[src/design/phy_mgmt_pkg.sv]
// constants for the per-port vendor management register bank
// assumes a 5-bit register address and 16-bit register data
package phy_mgmt_pkg;
  // register addresses
  localparam logic [4:0] ADDR_PARTNER_NEXT_PAGE_RX = 5'h08;
  localparam logic [4:0] ADDR_PORT_CONFIGURATION = 5'h10;
  localparam logic [4:0] ADDR_QUICK_STATUS = 5'h11;
  localparam logic [4:0] ADDR_INTERRUPT_MASK = 5'h12;
  localparam logic [4:0] ADDR_INTERRUPT_STATUS = 5'h13;
  localparam logic [4:0] ADDR_LED_CONFIGURATION = 5'h14;
  localparam logic [4:0] ADDR_TRANSMIT_SHAPING_ONE = 5'h1c;
  localparam logic [4:0] ADDR_TRANSMIT_SHAPING_TWO = 5'h1e;
  // reset values
  localparam logic [15:0] RST_PORT_CONFIGURATION = 16'h0080;
  localparam logic [15:0] RST_INTERRUPT_MASK = 16'h0000;
  localparam logic [15:0] RST_LED_CONFIGURATION = 16'h0422;
  localparam logic [15:0] RST_TRANSMIT_SHAPING = 16'h0000;
  // writable bits of each register
  localparam logic [15:0] WMASK_PORT_CONFIGURATION = 16'h7fa3;
  localparam logic [15:0] WMASK_INTERRUPT_MASK = 16'h00f3;
  localparam logic [15:0] WMASK_LED_CONFIGURATION = 16'hfffe;
  // port configuration bits
  localparam int CFG_FORCE_LINK = 14;
  localparam int CFG_TX_DISABLE = 13;
  localparam int CFG_SCRAMBLER_BYPASS = 12;
  localparam int CFG_BLOCK_CODE_BYPASS = 11;
  localparam int CFG_JABBER_DISABLE = 10;
  localparam int CFG_HEARTBEAT = 9;
  localparam int CFG_LOOPBACK_DISABLE = 8;
  localparam int CFG_CRS_SELECT = 7;
  localparam int CFG_PREAMBLE = 5;
  localparam int CFG_ALT_NEXT_PAGE = 1;
  localparam int CFG_FIBER = 0;
  // interrupt mask / status bits
  localparam int IRQ_NEGOTIATION = 7;
  localparam int IRQ_RATE = 6;
  localparam int IRQ_DUPLEX = 5;
  localparam int IRQ_LINK = 4;
  localparam int IRQ_GATE = 1;
  localparam int IRQ_TEST = 0;
  localparam int IRQ_PENDING = 2;
  // quick status bits
  localparam int QS_SPEED = 14;
  localparam int QS_TX = 13;
  localparam int QS_RX = 12;
  localparam int QS_COL = 11;
  localparam int QS_LINK = 10;
  localparam int QS_DUPLEX = 9;
  localparam int QS_NEG_MODE = 8;
  localparam int QS_NEG_DONE = 7;
  localparam int QS_POLARITY = 5;
  localparam int QS_PAUSE = 4;
  localparam int QS_ERROR = 3;
  // led configuration fields
  localparam int LED_SEL_W = 4;
  localparam int LED_COUNT = 3;
  localparam int LED1_LSB = 12;
  localparam int LED_FREQ_LSB = 2;
  localparam int LED_STRETCH_EN = 1;
  // led source codes
  localparam logic [3:0] LSRC_SPEED = 4'h0;
  localparam logic [3:0] LSRC_TX = 4'h1;
  localparam logic [3:0] LSRC_RX = 4'h2;
  localparam logic [3:0] LSRC_COL = 4'h3;
  localparam logic [3:0] LSRC_LINK = 4'h4;
  localparam logic [3:0] LSRC_DUPLEX = 4'h5;
  localparam logic [3:0] LSRC_ACTIVITY = 4'h7;
  localparam logic [3:0] LSRC_ON = 4'h8;
  localparam logic [3:0] LSRC_OFF = 4'h9;
  localparam logic [3:0] LSRC_FAST = 4'ha;
  localparam logic [3:0] LSRC_SLOW = 4'hb;
  localparam logic [3:0] LSRC_LINK_RX = 4'hc;
  localparam logic [3:0] LSRC_LINK_ACT = 4'hd;
  localparam logic [3:0] LSRC_DUPLEX_COL = 4'he;
  // stretch times and blink half periods
  localparam int CLK_MHZ = 250;
  localparam int STRETCH0_MS = 30;
  localparam int STRETCH1_MS = 60;
  localparam int STRETCH2_MS = 100;
  localparam int FAST_BLINK_MS = 100;
  localparam int SLOW_BLINK_MS = 500;
  localparam int CYC_PER_MS = CLK_MHZ * 1000;
endpackage

[src/design/led_ctrl_if.sv]
// led settings and shared time base between the bank and its led drivers
// assumes one clock domain
`timescale 1ns/1ns
`default_nettype none
interface led_ctrl_if;
  logic [1:0] durationSel;
  logic stretchEn;
  logic fastBlink;
  logic slowBlink;
  logic msTick;
  modport bank (output durationSel, output stretchEn, output fastBlink, output slowBlink,
    output msTick);
  modport led (input durationSel, input stretchEn, input fastBlink, input slowBlink,
    input msTick);
endinterface
`default_nettype wire

[src/design/led_driver.sv]
// one led output with source select and pulse stretch
// assumes status inputs already synchronised to clk_sys
`timescale 1ns/1ns
`default_nettype none
module led_driver (
  input wire logic clk_sys,
  input wire logic reset_n,
  input wire logic clkEn,
  led_ctrl_if.led ctrl,
  input wire logic [3:0] sourceSel,
  input wire logic speedSt,
  input wire logic txSt,
  input wire logic rxSt,
  input wire logic colSt,
  input wire logic linkSt,
  input wire logic duplexSt,
  output logic ledOn
);
  logic [6:0] stretch_q;
  logic [3:0] sel_q;
  logic [6:0] limit;
  logic event_raw;
  logic combined;
  logic primary;
  logic stretched;
  logic level;

  // stretch length in ms from the duration code; reserved code keeps longest
  always_comb begin
    case (ctrl.durationSel)
      2'b00: limit = 7'(phy_mgmt_pkg::STRETCH0_MS);
      2'b01: limit = 7'(phy_mgmt_pkg::STRETCH1_MS);
      default: limit = 7'(phy_mgmt_pkg::STRETCH2_MS);
    endcase
  end

  // source selection; combined modes pair a primary level with an event
  always_comb begin
    event_raw = 1'b0;
    primary = 1'b0;
    combined = 1'b0;
    level = 1'b0;
    case (sourceSel)
      phy_mgmt_pkg::LSRC_SPEED: level = speedSt;
      phy_mgmt_pkg::LSRC_TX: event_raw = txSt;
      phy_mgmt_pkg::LSRC_RX: event_raw = rxSt;
      phy_mgmt_pkg::LSRC_COL: event_raw = colSt;
      phy_mgmt_pkg::LSRC_LINK: level = linkSt;
      phy_mgmt_pkg::LSRC_DUPLEX: level = duplexSt;
      phy_mgmt_pkg::LSRC_ACTIVITY: event_raw = txSt | rxSt;
      phy_mgmt_pkg::LSRC_ON: level = 1'b1;
      phy_mgmt_pkg::LSRC_OFF: level = 1'b0;
      phy_mgmt_pkg::LSRC_FAST: level = ctrl.fastBlink;
      phy_mgmt_pkg::LSRC_SLOW: level = ctrl.slowBlink;
      phy_mgmt_pkg::LSRC_LINK_RX: begin
        combined = 1'b1;
        primary = linkSt;
        event_raw = rxSt;
      end
      phy_mgmt_pkg::LSRC_LINK_ACT: begin
        combined = 1'b1;
        primary = linkSt;
        event_raw = txSt | rxSt;
      end
      phy_mgmt_pkg::LSRC_DUPLEX_COL: begin
        combined = 1'b1;
        primary = duplexSt;
        event_raw = colSt;
      end
      default: level = 1'b0;
    endcase
  end

  // last source selection, so a new selection can drop a stretch left from the old one
  always_ff @(posedge clk_sys) begin
    if (!reset_n) begin
      sel_q <= '0;
    end else if (clkEn) begin
      sel_q <= sourceSel;
    end
  end

  // retrigger counter in ms ticks; an event reloads it, a source change empties it
  always_ff @(posedge clk_sys) begin
    if (!reset_n) begin
      stretch_q <= '0;
    end else if (clkEn) begin
      if (event_raw) begin
        stretch_q <= limit;
      end else if (sourceSel != sel_q) begin
        stretch_q <= '0;
      end else if (ctrl.msTick && stretch_q != '0) begin
        stretch_q <= stretch_q - 7'd1;
      end
    end
  end

  // an old stretch must not light a forced-off or level source after a reselect
  assign stretched = event_raw | (stretch_q != '0 && sourceSel == sel_q);

  // combined modes always stretch and blink against the primary level
  always_ff @(posedge clk_sys) begin
    if (!reset_n) begin
      ledOn <= 1'b0;
    end else if (clkEn) begin
      if (combined) begin
        ledOn <= primary & ~(stretched & ctrl.fastBlink);
      end else if (ctrl.stretchEn) begin
        ledOn <= level | stretched;
      end else begin
        ledOn <= level | event_raw;
      end
    end
  end
endmodule
`default_nettype wire

[src/design/phy_port_vendor_mgmt_regs.sv]
// per-port vendor management registers of a 10/100 transceiver port
// assumes a management serial frame decoder on clk_sys gives reg strobes;
// port status inputs arrive from other clock domains and are synchronised here
`timescale 1ns/1ns
`default_nettype none
module phy_port_vendor_mgmt_regs #(
  parameter int MS_CYCLES = phy_mgmt_pkg::CYC_PER_MS
) (
  input wire logic clk_sys,
  input wire logic reset_n,
  input wire logic clkEn,
  // register access from the management frame decoder
  input wire logic regWrite,
  input wire logic regRead,
  input wire logic [4:0] regAddr,
  input wire logic [15:0] regWdata,
  output logic [15:0] regRdata,
  // live port state from the physical layer
  input wire logic pageRxValid,
  input wire logic [15:0] pageRxWord,
  input wire logic speed100,
  input wire logic txActive,
  input wire logic rxActive,
  input wire logic colActive,
  input wire logic linkUp,
  input wire logic fullDuplex,
  input wire logic negEnabled,
  input wire logic negComplete,
  input wire logic polarityRev,
  input wire logic partnerPause,
  input wire logic remoteFault,
  // controls toward the physical layer
  output logic forceLinkPass,
  output logic txDisable,
  output logic scramblerBypass,
  output logic blockCodeBypass,
  output logic jabberDisable,
  output logic heartbeatEnable,
  output logic loopbackDisable,
  output logic crsExtend,
  output logic preambleEnable,
  output logic altNextPage,
  output logic fiberMode,
  output logic [15:0] shapingOne,
  output logic [15:0] shapingTwo,
  output logic management_irq_pin,
  output logic [2:0] ledOut
);
  localparam int NSTAT = 13;
  logic [NSTAT-1:0] statSync1_q;
  logic [NSTAT-1:0] statSync2_q;
  logic [NSTAT-1:0] statIn;
  logic [15:0] partner_next_page_rx_q;
  logic [15:0] port_configuration_q;
  logic [15:0] interrupt_mask_q;
  logic [15:0] led_configuration_q;
  logic [15:0] shapingOne_q;
  logic [15:0] shapingTwo_q;
  logic negotiation_done_flag_q;
  logic rate_changed_flag_q;
  logic duplex_changed_flag_q;
  logic link_changed_flag_q;
  logic prevSpeed_q;
  logic prevDuplex_q;
  logic prevLink_q;
  logic prevNeg_q;
  logic pagePrev_q;
  logic [31:0] msCount_q;
  logic msTick_q;
  logic [8:0] blinkCount_q;
  logic fastBlink_q;
  logic slowBlink_q;
  logic [2:0] slowDiv_q;
  logic sSpeed, sTx, sRx, sCol, sLink, sDuplex, sNegEn, sNegDone;
  logic sPol, sPause, sFault, sPageValid;
  logic effLink;
  logic statusRead;
  logic pendingAny;
  logic [15:0] quickStatus;
  logic [15:0] intStatus;
  logic [15:0] rdata_d;

  // two-stage synchronisers for everything that comes from the port domains except the page word
  assign statIn = {pageRxValid, speed100, txActive, rxActive, colActive, linkUp, fullDuplex,
    negEnabled, negComplete, polarityRev, partnerPause, remoteFault, 1'b0};
  always_ff @(posedge clk_sys) begin
    if (!reset_n) begin
      statSync1_q <= '0;
      statSync2_q <= '0;
    end else if (clkEn) begin
      statSync1_q <= statIn;
      statSync2_q <= statSync1_q;
    end
  end
  assign {sPageValid, sSpeed, sTx, sRx, sCol, sLink, sDuplex, sNegEn, sNegDone, sPol, sPause,
    sFault} = statSync2_q[NSTAT-1:1];

  // forced link reports the link as passing everywhere downstream
  assign effLink = sLink | port_configuration_q[phy_mgmt_pkg::CFG_FORCE_LINK];
  assign statusRead = regRead && regAddr == phy_mgmt_pkg::ADDR_INTERRUPT_STATUS;

  // partner next page captured on the rising edge of the page strobe; the word
  // is held stable by the port while the strobe is high, so it is safe to take
  always_ff @(posedge clk_sys) begin
    if (!reset_n) begin
      pagePrev_q <= 1'b0;
      partner_next_page_rx_q <= '0;
    end else if (clkEn) begin
      pagePrev_q <= sPageValid;
      if (sPageValid && !pagePrev_q) begin
        partner_next_page_rx_q <= pageRxWord;
      end
    end
  end

  // writable registers; reserved bits stay zero through the write masks
  always_ff @(posedge clk_sys) begin
    if (!reset_n) begin
      port_configuration_q <= phy_mgmt_pkg::RST_PORT_CONFIGURATION;
      interrupt_mask_q <= phy_mgmt_pkg::RST_INTERRUPT_MASK;
      led_configuration_q <= phy_mgmt_pkg::RST_LED_CONFIGURATION;
      shapingOne_q <= phy_mgmt_pkg::RST_TRANSMIT_SHAPING;
      shapingTwo_q <= phy_mgmt_pkg::RST_TRANSMIT_SHAPING;
    end else if (clkEn && regWrite) begin
      case (regAddr)
        phy_mgmt_pkg::ADDR_PORT_CONFIGURATION:
          port_configuration_q <= regWdata & phy_mgmt_pkg::WMASK_PORT_CONFIGURATION;
        phy_mgmt_pkg::ADDR_INTERRUPT_MASK:
          interrupt_mask_q <= regWdata & phy_mgmt_pkg::WMASK_INTERRUPT_MASK;
        phy_mgmt_pkg::ADDR_LED_CONFIGURATION:
          led_configuration_q <= regWdata & phy_mgmt_pkg::WMASK_LED_CONFIGURATION;
        phy_mgmt_pkg::ADDR_TRANSMIT_SHAPING_ONE: shapingOne_q <= regWdata;
        phy_mgmt_pkg::ADDR_TRANSMIT_SHAPING_TWO: shapingTwo_q <= regWdata;
        default: ;
      endcase
    end
  end

  // change detection; a change in the read cycle sets the flag again so it is not lost
  always_ff @(posedge clk_sys) begin
    if (!reset_n) begin
      prevSpeed_q <= 1'b0;
      prevDuplex_q <= 1'b0;
      prevLink_q <= 1'b0;
      prevNeg_q <= 1'b0;
      negotiation_done_flag_q <= 1'b0;
      rate_changed_flag_q <= 1'b0;
      duplex_changed_flag_q <= 1'b0;
      link_changed_flag_q <= 1'b0;
    end else if (clkEn) begin
      prevSpeed_q <= sSpeed;
      prevDuplex_q <= sDuplex;
      prevLink_q <= effLink;
      prevNeg_q <= sNegDone;
      negotiation_done_flag_q <= (sNegDone && !prevNeg_q) ||
        (negotiation_done_flag_q && !statusRead);
      rate_changed_flag_q <= (sSpeed != prevSpeed_q) ||
        (rate_changed_flag_q && !statusRead);
      duplex_changed_flag_q <= (sDuplex != prevDuplex_q) ||
        (duplex_changed_flag_q && !statusRead);
      link_changed_flag_q <= (effLink != prevLink_q) ||
        (link_changed_flag_q && !statusRead);
    end
  end

  // each event only counts toward the pin when its mask bit is set
  assign pendingAny = interrupt_mask_q[phy_mgmt_pkg::IRQ_GATE] &&
    ((negotiation_done_flag_q && interrupt_mask_q[phy_mgmt_pkg::IRQ_NEGOTIATION]) ||
     (rate_changed_flag_q && interrupt_mask_q[phy_mgmt_pkg::IRQ_RATE]) ||
     (duplex_changed_flag_q && interrupt_mask_q[phy_mgmt_pkg::IRQ_DUPLEX]) ||
     (link_changed_flag_q && interrupt_mask_q[phy_mgmt_pkg::IRQ_LINK]));

  // interrupt pin, active high, registered
  always_ff @(posedge clk_sys) begin
    if (!reset_n) begin
      management_irq_pin <= 1'b0;
    end else if (clkEn) begin
      management_irq_pin <= pendingAny ||
        interrupt_mask_q[phy_mgmt_pkg::IRQ_TEST];
    end
  end

  // live status view
  always_comb begin
    quickStatus = '0;
    quickStatus[phy_mgmt_pkg::QS_SPEED] = sSpeed;
    quickStatus[phy_mgmt_pkg::QS_TX] = sTx;
    quickStatus[phy_mgmt_pkg::QS_RX] = sRx;
    quickStatus[phy_mgmt_pkg::QS_COL] = sCol;
    quickStatus[phy_mgmt_pkg::QS_LINK] = effLink;
    quickStatus[phy_mgmt_pkg::QS_DUPLEX] = sDuplex;
    quickStatus[phy_mgmt_pkg::QS_NEG_MODE] = sNegEn;
    quickStatus[phy_mgmt_pkg::QS_NEG_DONE] = sNegDone;
    quickStatus[phy_mgmt_pkg::QS_POLARITY] = sPol;
    quickStatus[phy_mgmt_pkg::QS_PAUSE] = sPause;
    quickStatus[phy_mgmt_pkg::QS_ERROR] = sFault;
    intStatus = '0;
    intStatus[phy_mgmt_pkg::IRQ_NEGOTIATION] = negotiation_done_flag_q;
    intStatus[phy_mgmt_pkg::IRQ_RATE] = rate_changed_flag_q;
    intStatus[phy_mgmt_pkg::IRQ_DUPLEX] = duplex_changed_flag_q;
    intStatus[phy_mgmt_pkg::IRQ_LINK] = link_changed_flag_q;
    intStatus[phy_mgmt_pkg::IRQ_PENDING] = pendingAny;
  end

  // read mux; unmapped addresses read zero
  always_comb begin
    case (regAddr)
      phy_mgmt_pkg::ADDR_PARTNER_NEXT_PAGE_RX: rdata_d = partner_next_page_rx_q;
      phy_mgmt_pkg::ADDR_PORT_CONFIGURATION: rdata_d = port_configuration_q;
      phy_mgmt_pkg::ADDR_QUICK_STATUS: rdata_d = quickStatus;
      phy_mgmt_pkg::ADDR_INTERRUPT_MASK: rdata_d = interrupt_mask_q;
      phy_mgmt_pkg::ADDR_INTERRUPT_STATUS: rdata_d = intStatus;
      phy_mgmt_pkg::ADDR_LED_CONFIGURATION: rdata_d = led_configuration_q;
      phy_mgmt_pkg::ADDR_TRANSMIT_SHAPING_ONE: rdata_d = shapingOne_q;
      phy_mgmt_pkg::ADDR_TRANSMIT_SHAPING_TWO: rdata_d = shapingTwo_q;
      default: rdata_d = '0;
    endcase
  end

  // read data is captured with the read strobe and held until the next read
  always_ff @(posedge clk_sys) begin
    if (!reset_n) begin
      regRdata <= '0;
    end else if (clkEn && regRead) begin
      regRdata <= rdata_d;
    end
  end

  // configuration outputs, registered so the port sees clean levels
  always_ff @(posedge clk_sys) begin
    if (!reset_n) begin
      forceLinkPass <= 1'b0;
      txDisable <= 1'b0;
      scramblerBypass <= 1'b0;
      blockCodeBypass <= 1'b0;
      jabberDisable <= 1'b0;
      heartbeatEnable <= 1'b0;
      loopbackDisable <= 1'b0;
      crsExtend <= 1'b1;
      preambleEnable <= 1'b0;
      altNextPage <= 1'b0;
      fiberMode <= 1'b0;
      shapingOne <= '0;
      shapingTwo <= '0;
    end else if (clkEn) begin
      forceLinkPass <= port_configuration_q[phy_mgmt_pkg::CFG_FORCE_LINK];
      txDisable <= port_configuration_q[phy_mgmt_pkg::CFG_TX_DISABLE];
      scramblerBypass <= port_configuration_q[phy_mgmt_pkg::CFG_SCRAMBLER_BYPASS];
      blockCodeBypass <= port_configuration_q[phy_mgmt_pkg::CFG_BLOCK_CODE_BYPASS];
      jabberDisable <= port_configuration_q[phy_mgmt_pkg::CFG_JABBER_DISABLE];
      heartbeatEnable <= port_configuration_q[phy_mgmt_pkg::CFG_HEARTBEAT];
      loopbackDisable <= port_configuration_q[phy_mgmt_pkg::CFG_LOOPBACK_DISABLE];
      crsExtend <= port_configuration_q[phy_mgmt_pkg::CFG_CRS_SELECT];
      preambleEnable <= port_configuration_q[phy_mgmt_pkg::CFG_PREAMBLE];
      altNextPage <= port_configuration_q[phy_mgmt_pkg::CFG_ALT_NEXT_PAGE];
      fiberMode <= port_configuration_q[phy_mgmt_pkg::CFG_FIBER];
      shapingOne <= shapingOne_q;
      shapingTwo <= shapingTwo_q;
    end
  end

  // millisecond tick and blink time base shared by the three leds
  always_ff @(posedge clk_sys) begin
    if (!reset_n) begin
      msCount_q <= '0;
      msTick_q <= 1'b0;
      blinkCount_q <= '0;
      fastBlink_q <= 1'b0;
      slowBlink_q <= 1'b0;
      slowDiv_q <= '0;
    end else if (clkEn) begin
      msTick_q <= 1'b0;
      if (msCount_q == 32'(MS_CYCLES - 1)) begin
        msCount_q <= '0;
        msTick_q <= 1'b1;
      end else begin
        msCount_q <= msCount_q + 32'd1;
      end
      if (msTick_q) begin
        if (blinkCount_q == 9'(phy_mgmt_pkg::FAST_BLINK_MS - 1)) begin
          blinkCount_q <= '0;
          fastBlink_q <= ~fastBlink_q;
          if (slowDiv_q == 3'(phy_mgmt_pkg::SLOW_BLINK_MS / phy_mgmt_pkg::FAST_BLINK_MS - 1)) begin
            slowDiv_q <= '0;
            slowBlink_q <= ~slowBlink_q;
          end else begin
            slowDiv_q <= slowDiv_q + 3'd1;
          end
        end else begin
          blinkCount_q <= blinkCount_q + 9'd1;
        end
      end
    end
  end

  led_ctrl_if ledBus ();
  assign ledBus.durationSel = led_configuration_q[phy_mgmt_pkg::LED_FREQ_LSB +: 2];
  assign ledBus.stretchEn = led_configuration_q[phy_mgmt_pkg::LED_STRETCH_EN];
  assign ledBus.fastBlink = fastBlink_q;
  assign ledBus.slowBlink = slowBlink_q;
  assign ledBus.msTick = msTick_q;

  // one driver per led, selector fields from the top of the register down
  for (genvar i = 0; i < phy_mgmt_pkg::LED_COUNT; i++) begin : gLed
    led_driver uLed (
      .clk_sys(clk_sys),
      .reset_n(reset_n),
      .clkEn(clkEn),
      .ctrl(ledBus.led),
      .sourceSel(led_configuration_q[phy_mgmt_pkg::LED1_LSB - i * phy_mgmt_pkg::LED_SEL_W +:
        phy_mgmt_pkg::LED_SEL_W]),
      .speedSt(sSpeed),
      .txSt(sTx),
      .rxSt(sRx),
      .colSt(sCol),
      .linkSt(effLink),
      .duplexSt(sDuplex),
      .ledOn(ledOut[i])
    );
  end
endmodule
`default_nettype wire

[config.mk]
export PLATFORM = sky130hd
export DESIGN_NAME = phy_port_vendor_mgmt_regs
export DESIGN_NICKNAME = d
export VERILOG_FILES = /design/src/design/phy_mgmt_pkg.sv /design/src/design/led_ctrl_if.sv /design/src/design/led_driver.sv /design/src/design/phy_port_vendor_mgmt_regs.sv
export SDC_FILE = /design/constraint.sdc
export NUM_CORES = 1
export LEC_CHECK = 0
export BUFFER_PORTS_ARGS = -buffer_cell sky130_fd_sc_hd__buf_4
export CORE_MARGIN = 2
export CORE_UTILIZATION = 25
export CTS_CLUSTER_SIZE = 14
export DETAILED_ROUTE_END_ITERATION = 10
export PLACE_DENSITY_LB_ADDON = 0.1
export SLEW_MARGIN = 25
export SYNTH_ARGS = -nofsm -noshare
export SYNTH_HDL_FRONTEND = slang
export SYNTH_SLANG_ARGS = --single-unit
export TNS_END_PERCENT = 30
[constraint.sdc]
create_clock -name clk_sys -period 1.9 [get_ports clk_sys]
set_input_delay 0.285 -clock clk_sys [delete_from_list [all_inputs] [get_ports clk_sys]]
set_output_delay 0.285 -clock clk_sys [all_outputs]
set_load 0.01 [all_outputs]
-- Word level (Yosys, flattened, before mapping)
Cells that the tools add are included.
- add/subtract/negate cells: 6
- eq/ne operators: 57
- muxes and demuxes: 33
- bitwise gates (word level): 22
- reduce and logical (&&, ||, !) cells: 68
- operator list (cell ; number):
    $pmux W16 S8 ; 1
    $eq A4 B4 Y1 const B ; 18
    $mux W7 ; 9
    $eq A4 B3 Y1 const B ; 9
    $eq A5 B5 Y1 const B ; 7
    $add A32 B1 Y32 const B ; 1
    $eq A32 B18 Y1 const B ; 1
    $mux W32 ; 1
    $eq A4 B2 Y1 const B ; 6
    $reduce_or A2 Y1 ; 12
    $reduce_bool A7 Y1 ; 3
    $sub A7 B1 Y7 const B ; 3
    $logic_and A1 B1 Y1 ; 20
    $reduce_and A2 Y1 ; 10
    $pmux W1 S6 ; 3
    $pmux W7 S2 ; 1
    $eq A4 B1 Y1 const B ; 3
    $eq A4 B4 Y1 ; 3
    $logic_not A4 Y1 ; 3
    $ne A4 B4 Y1 ; 3
    $pmux W1 S4 ; 3
    $or A1 B1 Y1 ; 11
    $mux W1 ; 10
    $add A9 B1 Y9 const B ; 1
    other kinds (18) ; 44
- flip-flop bits (word level): 256
- bits of input ports: 54
- output and inout port bits: 63
- logic and storage cells: 233

-- Longest topological paths before layout
Gate-level depths: netlist of run 1.
- depth in word-level cells: 8
- depth in mapped cells: 8
- depth with buffers taken out: 8

-- Modules after synthesis
A second synthesis of run 1 with hierarchy kept.
- cells, all modules: 1369
- area total of the unflattened synthesis: 12197.9 sq um
- modules (own cells, without submodules) (module ; instances ; cells an instance ; area each (sq um) ; sequential area each (sq um)):
    phy_port_vendor_mgmt_regs ; 1 ; 991 ; 9187.6 ; 4404.2
    led_driver ; 3 ; 126 ; 1003.5 ; 240.2

-- Worst setup path after synthesis of run 1
No wires, ideal clock.
- path type: reg-to-reg
- start point: register led_configuration_q[6]
- end point: register gLed[2].uLed.ledOn
- setup time: 93 ps
- data arrival time: 1671 ps
- data required time: 1807 ps
- slack: 136 ps
- stages on the path, launching flop included: 9
- path buffers: 2
- period minus slack after synthesis: 1764 ps
- path through: dfxtp_1 buf_4 nand2b_1 nand4_1 a31o_2 and2_1 buf_2 and3_1 o311ai_2
- longest elaborated chain between the ends: 8
- elaborated cells between the ends (all ways): 32
- classes of those cells: 13 x eq/ne; 6 x mux; 6 x bitwise; 7 x reduce/logical
- RTL lines (item ; line ; source):
    start, declared ; phy_port_vendor_mgmt_regs.sv:56 ; logic [15:0] led_configuration_q;
    start signal, assigned ; phy_port_vendor_mgmt_regs.sv:121 ; led_configuration_q <= phy_mgmt_pkg::RST_LED_CONFIGURATION;
    start signal, assigned ; phy_port_vendor_mgmt_regs.sv:131 ; led_configuration_q <= regWdata & phy_mgmt_pkg::WMASK_LED_CONFIGURATION;
    $eq A4 B2 Y1 (tied with other cells) ; led_driver.sv:43 ; case (sourceSel)
    $reduce_or A2 Y1 (no line) ; n/a ;
    $pmux W1 S4 ; led_driver.sv:43 ;
    $or A1 B1 Y1 ; led_driver.sv:99 ; assign stretched = event_raw | (stretch_q != '0 && sourceSel == sel_q);
    $and A1 B1 Y1 ; led_driver.sv:107 ; ledOn <= primary & ~(stretched & ctrl.fastBlink);
    $not A1 Y1 ; led_driver.sv:107 ;
    $and A1 B1 Y1 ; led_driver.sv:107 ;
    $mux W1 (*) ; led_driver.sv:106 ; if (combined) begin
    end signal, assigned ; led_driver.sv:107 ;
    end signal, assigned ; led_driver.sv:109 ; ledOn <= level | stretched;
    end signal, assigned ; led_driver.sv:111 ; ledOn <= level | event_raw;
    end, declared ; led_driver.sv:17 ; output logic ledOn
Mark *: on every way between the ends. The rest lies on a longest branch, timed or not.
A chain may end at the register's enable or synchronous reset.

-- Final worst setup path of run 1
- start point: register led_configuration_q[14]
- end point: register gLed[0].uLed.ledOn
- longest elaborated chain between the ends: 8
- elaborated cells between the ends (all ways): 32
- classes of those cells: 13 x eq/ne; 6 x mux; 6 x bitwise; 7 x reduce/logical
- RTL lines (item ; line):
    $eq A4 B2 Y1 (tied with other cells) ; led_driver.sv:43
    $reduce_or A2 Y1 (no line) ; n/a
    $pmux W1 S4 ; led_driver.sv:43
    $or A1 B1 Y1 ; led_driver.sv:99
    $and A1 B1 Y1 ; led_driver.sv:107
    $not A1 Y1 ; led_driver.sv:107
    $and A1 B1 Y1 ; led_driver.sv:107
    $mux W1 (*) ; led_driver.sv:106
    end signal, assigned ; led_driver.sv:107
    end signal, assigned ; led_driver.sv:109
    end signal, assigned ; led_driver.sv:111
    end, declared ; led_driver.sv:17
Marked as above.

==> results.yml, run 1 <==
run_status:
  status: "completed"
setup_path:
  cp_slowest_stage_delay_ns: 0.38
  path_cells: "buf_4 -> xor2_1 -> nor4_4 -> buf_4 -> and2_1 -> a21oi_1 -> o211a_1 -> o211ai_1"
  path_max_fanout: 8
  cpMostUsedCell: "buf_4"
  endpoint_kind: "register"
  crit_type: "reg -> reg"
  arrival_ns: 2.31
  cp_data_required_time_ns: 2.35
  start_kind: "register"
  cp_slowest_cell: "nor4_4"
floorplanning:
  die_area_mm2: 0.04787
  start_util_pct: 25.36
  rows: 78
  io-pin-count: 117
  die_x_um: 218.8
  core_area_mm2: 0.04548
  die_height_um: 218.8
yosys:
  synth_edf_count: 0
  async_reset_ff_share_pct: 0
  synth_seq_area_share_pct: 44.43
  yosys_warnings: 0
  syn_area_mm2: 0.01153
  syn_nets: 1418
  ys_ff_latch: 256
  yosys.area.top_type: "dfxtp_1"
  synthFlopType: "dfxtp_1"
  synth_area_leaders: "dfxtp_1 44%, mux2i_1 8.0%, nand2_1 7.4%, nor2_1 5.9%, a21oi_1 5.0%"
  syn_area_per_cell_um2: 8.518
  netlist_instances: 1354
  yosysUniqueCellTypes: 75
  synth_top_cell_area_share_pct: 44.43
timing:
  setup_viol: 0
  relSlewSlack_pct: 68.56
  fmax_mhz: 537.7
  skew_ns: 0.03122
  post-route-period-util_pct: 97.89
  period_needed_ns: 1.860
  finalMaxSlewViolations: 0
  tightest_slew_ns: 0.4680
  hold_viol: 0
  rsz0062_at_grt: "true"
drt:
  detail-route-antenna-nets: 0
  drtIter0Drc: 674
  drcViolationCount: 0
  wl_per_cell_um: 17.80
  wl_mm: 39.30
  avgViaCountPerCell: 4.685
  drtPass1Iterations: 8
  vias: 10344
cells_and_area:
  multi_input_area_mm2: 0.006013
  final_cell_mix: "243 x dfxtp_1, 237 x buf_4, 226 x nand2_1"
  drive_above_1_share_pct: 22.70
  nFillCells: 4869
  final_nets: 1649
  antennaDiodeCount: 0
  final_common_cell: "dfxtp_1"
  regArea_mm2: 0.005144
  final_cell_area_mm2: 0.01547
  syn_to_final_growth_pct: 34.16
clock_tree:
  path_clk_slew_ns: 0.06
  cts_sinks: 256
  numCtsBuffers: 34
  ctsRootBufferMaster: "clkbuf_16"
  htree_levels: 2
  worstSkewPairLatency_ns: 0.55
  cts_tree: "done"
  clockBufferDepth: 3
placed_design:
  dp_hpwl_mm: 28.11
  placed_area_mm2: 0.01397
  io_buffer_count: 116
  routabilityCongestion: 0.7850
run:
  max-cap-violations: 0
global_route:
  overflow: 0
  grt_pass1_wl_mm: 60.43
  grt_pass1_vias: 10217
  grt_max_degree: 59
  antenna_found_initial: 0
  track_usage_pct: 16.34
pwr:
  power_density_mw_per_mm2: 820.4
  leakage_nw: 6.051
  power_mw: 12.69
  peakVddDrop_uv: 444.8
worst_hold_path:
  hold_path_class: "in -> reg"
==> critical path, delay by kind of cell (launching register included) <==
family	cells	cell delay [ns]
and+or+nand+nor	2	0.52
AOI/OAI and AO/OA	3	0.39
DFF	1	0.35
buffers and inverters	2	0.33
xor gates and xnor gates	1	0.18
==> synthesized netlist by cell type (5+ instances only) <==
| master | number |
|---|---|
| buf_2 | 30 |
| nand2b_1 | 7 |
| a22oi_1 | 14 |
| ha_1 | 10 |
| or3_1 | 6 |
| nand3b_1 | 5 |
| nor4_1 | 7 |
| clkbuf_1 | 48 |
| nor3_1 | 21 |
| a311oi_1 | 5 |
| a21o_1 | 12 |
| a31oi_1 | 10 |
| o211ai_1 | 6 |
| buf_4 | 7 |
| and2_1 | 7 |
| nor2_1 | 180 |
| and3_1 | 14 |
| a21oi_1 | 116 |
| a31o_2 | 5 |
| a211oi_1 | 6 |
| nand2_1 | 226 |
| nand4_1 | 16 |
| nand3_1 | 45 |
| inv_1 | 16 |
| a222oi_1 | 21 |
| o21ai_0 | 17 |
| xnor2_1 | 32 |
| mux2i_1 | 92 |
| xor2_1 | 32 |
| dfxtp_1 | 256 |
==> final timing paths <==
| kind | slack [ns] | cells past startpoint | to | start |
|---|---|---|---|---|
| worst min-delay path | 0.03 | 3 | partner_next_page_rx_q[6]$_SDFFE_PN0P_ | pageRxWord[6] |
| worst max-delay path | 0.04 | 8 | gLed[0].uLed.ledOn$_SDFFE_PN0P_ | led_configuration_q[14]$_SDFFE_PN0P_ |
| worst max register to register | 0.04 | 8 | gLed[0].uLed.ledOn$_SDFFE_PN0P_ | led_configuration_q[14]$_SDFFE_PN0P_ |
| worst min register to register | 0.46 | 2 | partner_next_page_rx_q[15]$_SDFFE_PN0P_ | partner_next_page_rx_q[15]$_SDFFE_PN0P_ |
==> metal layers <==
layer	track usage, %	vias to the layer above	part of all wire, %	wire length, um
li1	-	5190	-	-
met1	22.11	4901	48	18740
met2	26.69	210	46	18170
met3	2.509	43	4.0	1553
met4	5.113	0	2.1	838
met5	0	-	0	0
==> power breakdown <==
group | internal [mW] | total, mW | leakage [nW] | switching, mW
clock | 3.74 | 6.27 | 0.532 | 2.53
sequential | 5.45 | 5.52 | 2.08 | 0.0745
combinational | 0.412 | 0.902 | 3.44 | 0.490
total | 9.60 | 12.7 | 6.05 | 3.10
==> sequential cells by signal (all words and copies together), names as in the netlist, 3 cells and up <==
signal                  cells
led_configuration_q        15
shapingOne_q               16
interrupt_mask_q            6
gLed.uLed.stretch_q        21
statSync2_q                12
port_configuration_q       11
partner_next_page_rx_q     16
shapingOne                 16
gLed.uLed.sel_q            12
regRdata                   16
msCount_q                  32
blinkCount_q                9
gLed.uLed.ledOn             3
shapingTwo_q               16
slowDiv_q                   3
statSync1_q                12
shapingTwo                 16
==> logic make-up (layout without fill, tap and decap cells) <==
| kind of cell | after synthesis | in the layout | share of synthesized area, % |
|---|---|---|---|
| AO/OA/AOI/OAI | 250 | 250 | 14.61 |
| XOR/XNOR | 64 | 64 | 4.860 |
| adder cells (fa/ha/maj) | 10 | 10 | 1.085 |
| buffers and inverters | 108 | 362 | 4.133 |
| flip-flops | 256 | 256 | 44.43 |
| multiplexers | 94 | 94 | 8.375 |
| AND/OR/NAND/NOR | 572 | 572 | 22.50 |
==> cell type report <==
| type | count | area share, % |
|---|---|---|
| Multi-Input combinational cell | 990 | 38.86 |
| Sequential cell | 256 | 33.24 |
| Timing Repair Buffer | 285 | 15.60 |
| Clock buffer | 51 | 6.364 |
| Tap cell | 600 | 4.852 |
| Clock inverter | 8 | 0.6145 |
| Inverter | 18 | 0.4690 |
==> per-stage QoR <==
| stage | hold slack, ns | util [%] | worst slack, ns | TNS [ns] | instances |
|---|---|---|---|---|---|
| after CTS | 0.001252 | 33.77 | 0.001977 | 0 | 2206 |
| after global placement | 0.4511 | 30.72 | -0.007449 | -0.01871 | 2117 |
| after floorplan | 0.4090 | - | 0.1357 | 0 | 1354 |
| after global routing | 0.01365 | 34.02 | -0.02942 | -0.04161 | 2208 |
| after detailed placement | 0.4524 | 30.72 | -0.02857 | -0.09068 | 2117 |
| final | 0.02835 | 34.02 | 0.04010 | 0 | 2208 |
==> what timing repair did <==
action,CTS,global route
gates resized for setup,4,32
setup buffers,0,2
hold buffers,30,0
endpoints found under the hold margin,34,0
pin swaps,0,10
setup endpoints to repair,3,22
Power figures use the tool's default switching activity.
==> inputs of run 2 (changes only) <==
==> constraint.sdc (replaced) <==
create_clock -name clk_sys -period 1.7 [get_ports clk_sys]
set_input_delay 0.255 -clock clk_sys [delete_from_list [all_inputs] [get_ports clk_sys]]
set_output_delay 0.255 -clock clk_sys [all_outputs]
set_load 0.01 [all_outputs]
==> results.yml, run 2 (synthesis gave the netlist of run 1 again) <==
cells_and_area:
  final_cell_mix: "291 x buf_4, 233 x dfxtp_1, 225 x nand2_1"
  final_nets: 1724
  final_core_util_pct: 35.93
  antennaDiodeCount: 0
  drive_above_1_share_pct: 27.79
  syn_to_final_growth_pct: 41.68
  largest_reg_flops: 32
  reg_top3: "msCount_q (32), gLed.uLed.stretch_q (21)"
  final_cell_area_mm2: 0.01634
  final_common_cell: "buf_4"
  largest_register: "msCount_q"
run_status:
  failed_checks: "negative setup slack"
  status: "finished with violations"
timing:
  period_needed_ns: 1.767
  fmax_mhz: 565.8
  setup_viol: 6
  post-route-period-util_pct: 104.0
  relSlewSlack_pct: 59.29
  setup_tns_ns: -0.2508
  rsz0062_at_grt: "true"
  skew_ns: 0.02899
  tightest_slew_ns: 0.6084
  setup_ws_ns: -0.06728
  hold_slack_ns: 0.02872
  finalMaxSlewViolations: 0
  hold_viol: 0
placed_design:
  routabilityCongestion: 0.7988
  pre_cts_ws_ns: -0.1775
  placed_area_mm2: 0.01442
  dp_hpwl_mm: 28.30
  io_buffer_count: 116
pwr:
  peakVddDrop_uv: 582.3
  leakage_nw: 6.480
  power_density_mw_per_mm2: 876.5
clock_tree:
  numCtsBuffers: 34
  cts_tree: "done"
  clockBufferDepth: 3
  path_clk_slew_ns: 0.06
  htree_levels: 2
  ctsRootBufferMaster: "clkbuf_16"
  cts_sinks: 256
  worstSkewPairLatency_ns: 0.55
drt:
  wl_per_cell_um: 17.48
  drtPass1Iterations: 5
  drcViolationCount: 0
  wl_mm: 39.93
  drtIter0Drc: 618
  vias: 10575
  avgViaCountPerCell: 4.630
  detail-route-antenna-nets: 0
setup_path:
  endpoint_kind: "register"
  start_kind: "register"
  crit_type: "reg -> reg"
  cp_data_required_time_ns: 2.12
  path_max_fanout: 7
  arrival_ns: 2.19
global_route:
  grt_max_degree: 60
  track_usage_pct: 16.70
  grt_pass1_vias: 10620
  antenna_found_initial: 0
  grt_pass1_wl_mm: 62.15
  overflow: 0
floorplanning:
  io-pin-count: 117
  die_height_um: 218.8
  die_area_mm2: 0.04787
  die_x_um: 218.8
  start_util_pct: 25.36
  core_area_mm2: 0.04548
  rows: 78
run:
  max-cap-violations: 0
worst_hold_path:
  hold_path_class: "in -> reg"
-- run 2: path summary, 6_finish.rpt --
kind         slack, ns                                     end                                   start  depth (start not counted)
max              -0.07  gLed[0].uLed.stretch_q[5]$_SDFFE_PN0P_    led_configuration_q[12]$_SDFFE_PN0P_                          6
min reg2reg       0.46  partner_next_page_rx_q[7]$_SDFFE_PN0P_  partner_next_page_rx_q[7]$_SDFFE_PN0P_                          2
max reg2reg      -0.07  gLed[0].uLed.stretch_q[5]$_SDFFE_PN0P_    led_configuration_q[12]$_SDFFE_PN0P_                          6
min               0.03                  crsExtend$_SDFFE_PN1P_                                 reset_n                          2
-- run 2: critical path: stages (launching register included) --
cell      delay (ns)
dfxtp_4         0.38
or3b_4          0.40
a21oi_4         0.18
nor2_4          0.08
a41oi_4         0.31
o211ai_1        0.15
o211a_1         0.15
-- run 2: timing repair --
item | CTS | global route
setup endpoints to repair | 24 | 62
hold buffers | 44 | 0
endpoints found under the hold margin | 86 | 0
buffers inserted | 3 | 8
cloned | 1 | 0
pin swaps | 17 | 18
gates resized for setup | 45 | 45
-- run 2: metal layers --
| metal | vias to the layer above | global-route usage, % | routed length [um] |
|---|---|---|---|
| met5 | - | 0 | 0 |
| met4 | 0 | 4.887 | 809 |
| met3 | 46 | 2.356 | 1341 |
| met2 | 194 | 27.69 | 18850 |
| met1 | 5006 | 22.52 | 18930 |
| li1 | 5329 | - | - |
-- run 2: cell type report --
cell class | count | area (um2)
Clock buffer | 52 | 999.7
Clock inverter | 8 | 90.09
Fill cell | 4816 | 29140
Inverter | 18 | 72.57
Multi-Input combinational cell | 991 | 6191
Sequential cell | 256 | 5184
Tap cell | 600 | 750.7
Timing Repair Buffer | 359 | 3053
-- run 2: power by group --
part / switching, mW / internal (mW) / total, mW
sequential: 0.0740 / 6.07 / 6.14
clock: 2.84 / 4.22 / 7.06
combinational: 0.584 / 0.537 / 1.12
-- run 2: through the flow --
| stage | instances | total power [mW] |
|---|---|---|
| after floorplan | 1354 | 6.788 |
| after global placement | 2168 | 7.302 |
| after detailed placement | 2168 | 7.299 |
| after CTS | 2276 | 14.54 |
| after global routing | 2284 | 14.89 |
| final | 2284 | 14.32 |
